`config.mk`:
```
export PLATFORM = sky130hd
export DESIGN_NAME = video_test_device_flat
export DESIGN_NICKNAME = d
export VERILOG_FILES = /design/src/micro_if.sv /design/src/crc16_engine.sv /design/src/video_test_device.sv /design/src/flat_wrapper.sv
export VERILOG_INCLUDE_DIRS = /design/src
export SDC_FILE = /design/constraint.sdc
export NUM_CORES = 1
export LEC_CHECK = 0
export BUFFER_PORTS_ARGS = -buffer_cell sky130_fd_sc_hd__buf_2
export CAP_MARGIN = 20
export CORE_ASPECT_RATIO = 1.1
export CORE_MARGIN = 2
export CORE_UTILIZATION = 25
export DETAILED_ROUTE_END_ITERATION = 10
export PLACE_DENSITY = 0.45
export SYNTH_ARGS = -nofsm -noshare
export SYNTH_HDL_FRONTEND = slang
export SYNTH_SLANG_ARGS = --single-unit
```
`constraint.sdc`:
```
create_clock -name clock -period 2.5 [get_ports clock]
set_input_delay 0.375 -clock clock [delete_from_list [all_inputs] [get_ports clock]]
set_output_delay 0.375 -clock clock [all_outputs]
set_load 0.005 [all_outputs]
```
`src/video_test_defines.svh`:
```
`ifndef VIDEO_TEST_DEFINES_SVH
`define VIDEO_TEST_DEFINES_SVH

// Register indices on the 8-bit microinterface
`define IDX_REVISION 8'h01
`define IDX_SENSE 8'h3A
`define IDX_CRC_LOW 8'h3C
`define IDX_CRC_HIGH 8'h3D
`define IDX_LINE_SELECT 8'h3E
`define IDX_IDENTITY 8'h3F
`define IDX_SOFT_RESET 8'hFF

// Field positions and reset values
`define SENSE_OFF_BIT 7
`define SENSE_OFF_RST 1'h0
`define SENSE_RESULT_RST 3'h0
`define LINE_SELECT_RST 5'h00
`define LINE_SELECT_MAX 5'h17
`define READ_UNMAPPED 8'h00

// CRC engine defaults
`define CRC_SEED 16'h0000
`define CRC_POLY 16'h1021

// Horizontal sync pulses in blanking that mark vertical retrace
`define RETRACE_HS_COUNT 2'h2

`endif

```
`src/micro_if.sv`:
```
`timescale 1ns/1ps
interface micro_if;
   logic [7:0] index; // Register index
   logic [7:0] wdata; // Write data
   logic [7:0] rdata; // Read data
   logic wr; // One-cycle write strobe
   logic rd; // One-cycle read strobe
   logic rvalid; // Read data valid pulse

   modport dev (
      input index, wdata, wr, rd,
      output rdata, rvalid
   );

   modport host (
      output index, wdata, wr, rd,
      input rdata, rvalid
   );
endinterface

```
`src/crc16_engine.sv`:
```
`timescale 1ns/1ps
`include "video_test_defines.svh"
module crc16_engine #(
   parameter int WIDTH = 16,
   parameter logic [15:0] POLY = `CRC_POLY,
   parameter logic [15:0] SEED = `CRC_SEED
) (
   input wire logic clock, // Dot clock
   input wire logic rst_b, // Asynchronous reset, active low
   input wire logic clear, // Restart from the seed
   input wire logic shift, // Fold one bit in this cycle
   input wire logic din, // Selected data bit
   output logic [WIDTH-1:0] crc // Running remainder
);

   generate
      if (WIDTH != 16) begin : g_bad_width
         $error("crc16_engine supports only a 16-bit remainder");
      end
   endgenerate

   logic feedback;

   // Serial feedback of the top bit against the incoming bit
   assign feedback = crc[WIDTH-1] ^ din;

   // One step per dot clock while shifting; clear wins over shift
   always_ff @(posedge clock or negedge rst_b) begin
      if (!rst_b) begin
         crc <= SEED;
      end else if (clear) begin
         crc <= SEED;
      end else if (shift) begin
         crc <= {crc[WIDTH-2:0], 1'b0} ^ (feedback ? POLY : '0);
      end
   end

endmodule

```
`src/video_test_device.sv`:
```
// Overview of operation
// - CRC-16 over one selected DAC input line
// - Remainder updated on two hsyncs in blanking
// - Sync source drives hsync active low
// - CRC advances only outside blanking
// - Result valid after one full screen
// - Remainder read as low and high bytes
// - Sense low when any comparator trips
// - Sense register bits zeros, red, green, blue
// - Bit seven disables comparison, reset zero
// - Disabling write clears bits six to zero
// - Sense captured on sampled blank falling edge
// - Pixel data held steady around blank edge
// - Read-only hardwired identity byte
// - Revision byte, major high, minor low
// - Any soft reset write restores defaults
// - Reset pin low asynchronously restores defaults
// - Software treats changed CRC as error
`timescale 1ns/1ps
`include "video_test_defines.svh"
module video_test_device #(
   parameter int DATA_LINES = 24,
   parameter logic [15:0] CRC_POLY = `CRC_POLY,
   parameter logic [7:0] IDENTITY_CODE = 8'h5A, // Arbitrary value
   parameter logic [7:0] REVISION_CODE = 8'h11 // Arbitrary value
) (
   input wire logic clock, // Dot clock
   input wire logic rst_b, // Reset, active low, asynchronous
   micro_if.dev bus, // Microinterface register port
   input wire logic [DATA_LINES-1:0] dac_data, // Data entering the DACs
   input wire logic hsync_n, // Horizontal sync, active low
   input wire logic system_blank_in_n, // System blank, active low
   input wire logic legacy_blank_in_n, // Legacy port blank, active low
   input wire logic blank_source_select, // 1 picks the system blank
   input wire logic red_current_out_high, // Red comparator above level
   input wire logic green_current_out_high, // Green comparator above level
   input wire logic blue_current_out_high, // Blue comparator above level
   output logic sense_n, // Monitor sense, active low
   output logic crc_valid // Remainder covers a full screen
);

   generate
      if (DATA_LINES != 24) begin : g_bad_lines
         $error("video_test_device serves exactly 24 data lines");
      end
   endgenerate

   // Index decode used by both the write and read paths
   function automatic logic hit(input logic [7:0] index,
                                input logic [7:0] target);
      hit = (index == target);
   endfunction

   logic soft_reset;
   logic line_write;
   logic sense_write;
   logic blank_n;
   logic blank_n_q;
   logic blank_fall;
   logic hsync_n_q;
   logic hsync_fall;
   logic retrace;
   logic [1:0] hs_count_q;
   logic started_q;
   logic [4:0] line_select_q;
   logic compare_off_q;
   logic [2:0] sense_result_q;
   logic [15:0] crc_now;
   logic [15:0] remainder_q;
   logic [7:0] rdata_q;
   logic rvalid_q;
   logic crc_clear;
   logic crc_bit;

   // Write strobes; any data to the soft reset index counts
   assign soft_reset = bus.wr && hit(bus.index, `IDX_SOFT_RESET);
   assign sense_write = bus.wr && hit(bus.index, `IDX_SENSE);
   assign line_write = bus.wr && hit(bus.index, `IDX_LINE_SELECT)
      && (bus.wdata[4:0] <= `LINE_SELECT_MAX)
      && (bus.wdata[7:5] == 3'h0);

   // Internal blank chosen from the two blank sources
   assign blank_n = blank_source_select ? system_blank_in_n
                                        : legacy_blank_in_n;

   // Edge history of blank and horizontal sync
   always_ff @(posedge clock or negedge rst_b) begin
      if (!rst_b) begin
         blank_n_q <= 1'b1;
         hsync_n_q <= 1'b1;
      end else begin
         blank_n_q <= blank_n;
         hsync_n_q <= hsync_n;
      end
   end

   assign blank_fall = blank_n_q && !blank_n;
   assign hsync_fall = hsync_n_q && !hsync_n;

   // Count sync pulses inside one blanking period; active video restarts
   always_ff @(posedge clock or negedge rst_b) begin
      if (!rst_b) begin
         hs_count_q <= 2'h0;
      end else if (soft_reset || blank_n) begin
         hs_count_q <= 2'h0;
      end else if (hsync_fall && hs_count_q != `RETRACE_HS_COUNT) begin
         hs_count_q <= hs_count_q + 2'h1;
      end
   end

   // Second sync pulse of one blanking period: vertical retrace
   assign retrace = !blank_n && hsync_fall
      && (hs_count_q == `RETRACE_HS_COUNT - 2'h1);

   // Line select; out-of-range writes are dropped so the mux stays legal
   always_ff @(posedge clock or negedge rst_b) begin
      if (!rst_b) begin
         line_select_q <= `LINE_SELECT_RST;
      end else if (soft_reset) begin
         line_select_q <= `LINE_SELECT_RST;
      end else if (line_write) begin
         line_select_q <= bus.wdata[4:0];
      end
   end

   // Serial source bit taken from the chosen converter line
   assign crc_bit = dac_data[line_select_q];

   // A new line or a retrace starts a fresh screen
   assign crc_clear = soft_reset || retrace || line_write;

   crc16_engine #(
      .WIDTH(16),
      .POLY(CRC_POLY),
      .SEED(`CRC_SEED)
   ) u_crc (
      .clock(clock),
      .rst_b(rst_b),
      .clear(crc_clear),
      .shift(blank_n),
      .din(crc_bit),
      .crc(crc_now)
   );

   // Screen tracking: the first retrace only marks the start
   always_ff @(posedge clock or negedge rst_b) begin
      if (!rst_b) begin
         started_q <= 1'b0;
      end else if (soft_reset || line_write) begin
         started_q <= 1'b0;
      end else if (retrace) begin
         started_q <= 1'b1;
      end
   end

   // Remainder and valid flag; partial screens never publish
   always_ff @(posedge clock or negedge rst_b) begin
      if (!rst_b) begin
         remainder_q <= `CRC_SEED;
         crc_valid <= 1'b0;
      end else if (soft_reset) begin
         remainder_q <= `CRC_SEED;
         crc_valid <= 1'b0;
      end else if (line_write) begin
         crc_valid <= 1'b0;
      end else if (retrace && started_q) begin
         remainder_q <= crc_now;
         crc_valid <= 1'b1;
      end
   end

   // Disable bit; only bit seven of a sense write is stored
   always_ff @(posedge clock or negedge rst_b) begin
      if (!rst_b) begin
         compare_off_q <= `SENSE_OFF_RST;
      end else if (soft_reset) begin
         compare_off_q <= `SENSE_OFF_RST;
      end else if (sense_write) begin
         compare_off_q <= bus.wdata[`SENSE_OFF_BIT];
      end
   end

   // Comparators sampled on falling blank; data must be still then
   always_ff @(posedge clock or negedge rst_b) begin
      if (!rst_b) begin
         sense_result_q <= `SENSE_RESULT_RST;
         sense_n <= 1'b1;
      end else if (soft_reset) begin
         sense_result_q <= `SENSE_RESULT_RST;
         sense_n <= 1'b1;
      end else if (blank_fall) begin
         if (compare_off_q) begin
            sense_result_q <= `SENSE_RESULT_RST;
            sense_n <= 1'b1;
         end else begin
            sense_result_q <= {red_current_out_high,
                               green_current_out_high,
                               blue_current_out_high};
            sense_n <= !(red_current_out_high || green_current_out_high
                         || blue_current_out_high);
         end
      end
   end

   // Read data registered one cycle after the strobe
   always_ff @(posedge clock or negedge rst_b) begin
      if (!rst_b) begin
         rdata_q <= `READ_UNMAPPED;
         rvalid_q <= 1'b0;
      end else begin
         rvalid_q <= bus.rd;
         if (bus.rd) begin
            if (hit(bus.index, `IDX_REVISION)) begin
               rdata_q <= REVISION_CODE;
            end else if (hit(bus.index, `IDX_SENSE)) begin
               // Results masked while disabled, even before blank falls
               rdata_q <= {compare_off_q, 4'h0,
                  compare_off_q ? `SENSE_RESULT_RST : sense_result_q};
            end else if (hit(bus.index, `IDX_CRC_LOW)) begin
               rdata_q <= remainder_q[7:0];
            end else if (hit(bus.index, `IDX_CRC_HIGH)) begin
               rdata_q <= remainder_q[15:8];
            end else if (hit(bus.index, `IDX_LINE_SELECT)) begin
               rdata_q <= {3'h0, line_select_q};
            end else if (hit(bus.index, `IDX_IDENTITY)) begin
               rdata_q <= IDENTITY_CODE;
            end else begin
               rdata_q <= `READ_UNMAPPED;
            end
         end
      end
   end

   assign bus.rdata = rdata_q;
   assign bus.rvalid = rvalid_q;

endmodule

```
`src/flat_wrapper.sv`:
```
// flat-port wrapper written by rule: the top's interface ports become plain ports
module video_test_device_flat 
#(
   parameter int DATA_LINES = 24,
   parameter logic [15:0] CRC_POLY = `CRC_POLY,
   parameter logic [7:0] IDENTITY_CODE = 8'h5A,                   
   parameter logic [7:0] REVISION_CODE = 8'h11                   
)
  (clock, rst_b, dac_data, hsync_n, system_blank_in_n, legacy_blank_in_n, blank_source_select, red_current_out_high, green_current_out_high, blue_current_out_high, sense_n, crc_valid, bus_index, bus_wdata, bus_wr, bus_rd, bus_rdata, bus_rvalid);
  micro_if bus_i ();
  input wire logic clock;
  input wire logic rst_b;
  input wire logic [DATA_LINES-1:0] dac_data;
  input wire logic hsync_n;
  input wire logic system_blank_in_n;
  input wire logic legacy_blank_in_n;
  input wire logic blank_source_select;
  input wire logic red_current_out_high;
  input wire logic green_current_out_high;
  input wire logic blue_current_out_high;
  output logic sense_n;
  output logic crc_valid;
  input wire logic [$bits(bus_i.index)-1:0] bus_index;
  input wire logic [$bits(bus_i.wdata)-1:0] bus_wdata;
  input wire logic [$bits(bus_i.wr)-1:0] bus_wr;
  input wire logic [$bits(bus_i.rd)-1:0] bus_rd;
  output wire logic [$bits(bus_i.rdata)-1:0] bus_rdata;
  output wire logic [$bits(bus_i.rvalid)-1:0] bus_rvalid;
  assign bus_i.index = bus_index;
  assign bus_i.wdata = bus_wdata;
  assign bus_i.wr = bus_wr;
  assign bus_i.rd = bus_rd;
  assign bus_rdata = bus_i.rdata;
  assign bus_rvalid = bus_i.rvalid;
  video_test_device #(.DATA_LINES(DATA_LINES), .CRC_POLY(CRC_POLY), .IDENTITY_CODE(IDENTITY_CODE), .REVISION_CODE(REVISION_CODE)) u_core (.clock(clock), .rst_b(rst_b), .bus(bus_i), .dac_data(dac_data), .hsync_n(hsync_n), .system_blank_in_n(system_blank_in_n), .legacy_blank_in_n(legacy_blank_in_n), .blank_source_select(blank_source_select), .red_current_out_high(red_current_out_high), .green_current_out_high(green_current_out_high), .blue_current_out_high(blue_current_out_high), .sense_n(sense_n), .crc_valid(crc_valid));
endmodule
```
==> results.json <==
{
  "status": "completed",
  "nNetsFinal": 378,
  "ys_warn_count": 0,
  "place_congestion": 0.781,
  "reg2reg_slack_ns": 0.45,
  "post_drt_wl_per_cell_um": 14.6,
  "coreArea_sq_um": 10800,
  "fin_crit_sh_pct": 81.9,
  "arrival_ns": 2.30,
  "synth_fa_ha_area_share_pct": 0.915,
  "drt_wl_total_um": 6960,
  "synth_nets": 304,
  "hold_depth": 1,
  "drt_iter0_markers": 82,
  "crit_chain": "inv_1 -> ha_1 -> nand3b_1 -> nor2_1 -> nand2_1 -> nor2_1 -> a22o_1",
  "final_cell_mix": "61 x buf_2, 54 x dfrtp_1, 32 x a22o_1",
  "fin_cells": 477,
  "multi_input_comb_area_sq_um": 1180,
  "area_growth_pct": 31.2,
  "r2r-end": "u_core.remainder_q[10]",
  "yosys.area_share.simple_pct": 13.2,
  "worst_setup_path_start_kind": "flip-flop",
  "regArea_sq_um": 1430,
  "vias": 2182,
  "seq_area_frac_synth_pct": 52.3,
  "holdCritPathClass": "in -> reg",
  "synth_cell_types": 45,
  "startpoint": "u_core.hs_count_q[1]",
  "crit_path_top_delay_cell": "nor2_1",
  "placed_cells": 460,
  "fin_setup_tns_ns": 0,
  "rsz0062_at_grt": "false",
  "remaining_drc_errors": 0,
  "cts_tree": "done",
  "dieArea_sq_um": 11800,
  "dr.pass1.iters": 4,
  "layout_commonest_cell": "buf_2",
  "diodes": 0,
  "reg2reg_from": "u_core.hs_count_q[1]",
  "slew_violations": 0,
  "synth_area_leaders": "dfrtp_1 49%, a22o_1 10%, mux2i_1 4.8%",
  "cts_num_sinks": 57,
  "postSynthAreaPerCell_sq_um": 10.9,
  "die_w_um": 104,
  "grt_pass1_vias": 2187,
  "start_util_pct": 25.3,
  "ios": 62,
  "synth_area_leader_cell": "dfrtp_1",
  "fp.dieH_um": 114,
  "cellPowerDensity_nw_per_um2": 815,
  "synth_top_family_by_area": "compound AO/OA/AOI/OAI gates",
  "grt_max_degree": 28,
  "required_ns": 2.76,
  "numPortBuffers": 61,
  "crit_type": "reg -> reg",
  "crit_cells": 7,
  "ys_ff_latch": 57,
  "grt_overflow": 0,
  "synth_edf_count": 0,
  "endpoint": "u_core.remainder_q[10]",
  "grt_usage_pct": 12.6,
  "setup_viol": 0,
  "worst_pin_slew_ns": 1.01,
  "ant_nets": 0,
  "fin_crit_ns": 2.05,
  "synth_compound_area_share_pct": 19.6,
  "synth-main-ff-cell": "dfrtp_1",
  "max_stage_delay_ns": 0.78,
  "cts_made_buffers": 9,
  "path_common_cell": "nor2_1",
  "fillCellCount": 1101,
  "worst_path_dominant_cell_family": "simple AND/OR/NAND/NOR gates",
  "clock_path_buffers": 2,
  "syn_inst": 251,
  "path_max_fanout": 16,
  "relSlewSlack_pct": 32.4,
  "cts_setup_buffers": 0,
  "power_leakage_nw": 1.62,
  "synthArstFlopShare_pct": 100,
  "clock_skew_ns": 0.00952,
  "clock.fmax_mhz": 488,
  "dp_hpwl_um": 5360,
  "hold_viol": 0,
  "syn_area_sq_um": 2730,
  "path_clk_slew_ns": 0.05,
  "cap_violations": 0,
  "cts_max_level": 3,
  "antenna_found_initial": 0,
  "vias_per_cell": 4.57,
  "endpoint_kind": "flip-flop",
  "path_buf_inv": 1,
  "final_util_pct": 33.2,
  "synth_mux_area_share_pct": 7.64,
  "rows": 40,
  "clk_latency_ns": 0.33,
  "peakVddDrop_mv": 0.287,
  "worst_r2r_path_depth": 7,
  "grt_pass1_wl_um": 11600,
  "synth_top_cell_area_share_pct": 49.4,
  "synth_xor_area_share_pct": 1.92,
  "clock-root-buffer": "clkbuf_16",
  "post_route_cells_drive_above_1_share_pct": 31.2
}
-- registers in the layout, indices dropped and copies added (netlist names) --
| signal | cells |
|---|---|
| u_core.crc_valid | 1 |
| u_core.line_select_q | 5 |
| u_core.u_crc.crc | 16 |
| u_core.bus.rvalid | 1 |
| u_core.compare_off_q | 1 |
| u_core.sense_n | 1 |
| u_core.remainder_q | 16 |
| u_core.bus.rdata | 8 |
| u_core.sense_result_q | 3 |
| u_core.started_q | 1 |
| u_core.hs_count_q | 2 |
| u_core.hsync_n_q | 1 |
| u_core.blank_n_q | 1 |
-- area by class of cell --
class | count | area share (%)
clock inverters | 5 | 2.27
repair buffers | 78 | 12.1
inverters | 11 | 1.15
flip-flops and latches | 57 | 39.9
clock buffers | 11 | 6.49
well taps | 147 | 5.13
multi-input cells | 168 | 33.0
-- cells in the mapped netlist (2+ instances only) --
master,count
nor3_1,5
nand3_1,5
o21ai_0,5
or4_1,2
nand2_1,18
nor2_1,19
mux2i_1,13
or3_1,3
o32ai_1,2
buf_6,2
mux4_2,2
dfrtp_1,54
xnor2_1,5
clkbuf_1,4
or2_2,2
buf_1,2
o22ai_1,7
a22o_1,32
nor3b_1,4
nor2b_1,4
mux2_2,2
nand2b_1,3
inv_1,11
dfstp_2,3
ha_1,2
a22oi_1,2
a21oi_1,14
buf_2,7
-- power breakdown --
group	total [mW]	internal, mW	switching, mW
logic	0.392	0.229	0.163
clock network	1.28	0.871	0.410
registers	1.25	1.10	0.149
-- stage by stage --
step                hold slack [ns]  cell area [sq um]  power [mW]  setup WS, ns
floorplan                    0.0794               2730        1.49         0.401
global placement              0.208               3260        1.66         0.235
detailed placement            0.212               3260        1.66         0.224
CTS                           0.168               3590        2.97         0.413
global route                  0.171               3590        3.07         0.182
finish                        0.180               3590        2.92         0.453
-- metal layers --
| layer | wire length (um) | up-vias | global-route usage (%) |
|---|---|---|---|
| met5 | 0 | - | 0 |
| met4 | 92 | 0 | 5.41 |
| met3 | 341 | 7 | 3.31 |
| met2 | 3350 | 62 | 20.9 |
| met1 | 3180 | 1043 | 15.6 |
| li1 | - | 1070 | - |
-- repair_timing --
item | in CTS | in global routing
resized for setup | 0 | 0
endpoints found under the hold margin | 5 | 0
hold buffers | 1 | 0
-- kinds of logic (layout without fill, tap and decap cells) --
group | Yosys count | after routing
compound gates | 70 | 70
xor+xnor | 6 | 6
fa+ha+maj | 2 | 2
buf+inv | 26 | 105
flops | 57 | 57
mux | 18 | 18
simple gates | 72 | 72
-- worst min-delay path by stage --
stage | to | start | slack [ns]
2_1_floorplan | u_core.bus.rdata[0] | rst_b | 0.08
3_3_place_gp | u_core.bus.rdata[3] | rst_b | 0.21
3_5_place_dp | u_core.bus.rdata[6] | rst_b | 0.21
4_1_cts | u_core.hsync_n_q | hsync_n | 0.17
5_1_grt | u_core.hsync_n_q | hsync_n | 0.17
6_report | u_core.hsync_n_q | hsync_n | 0.18
Note: power is estimated with default switching activity, not from simulation.
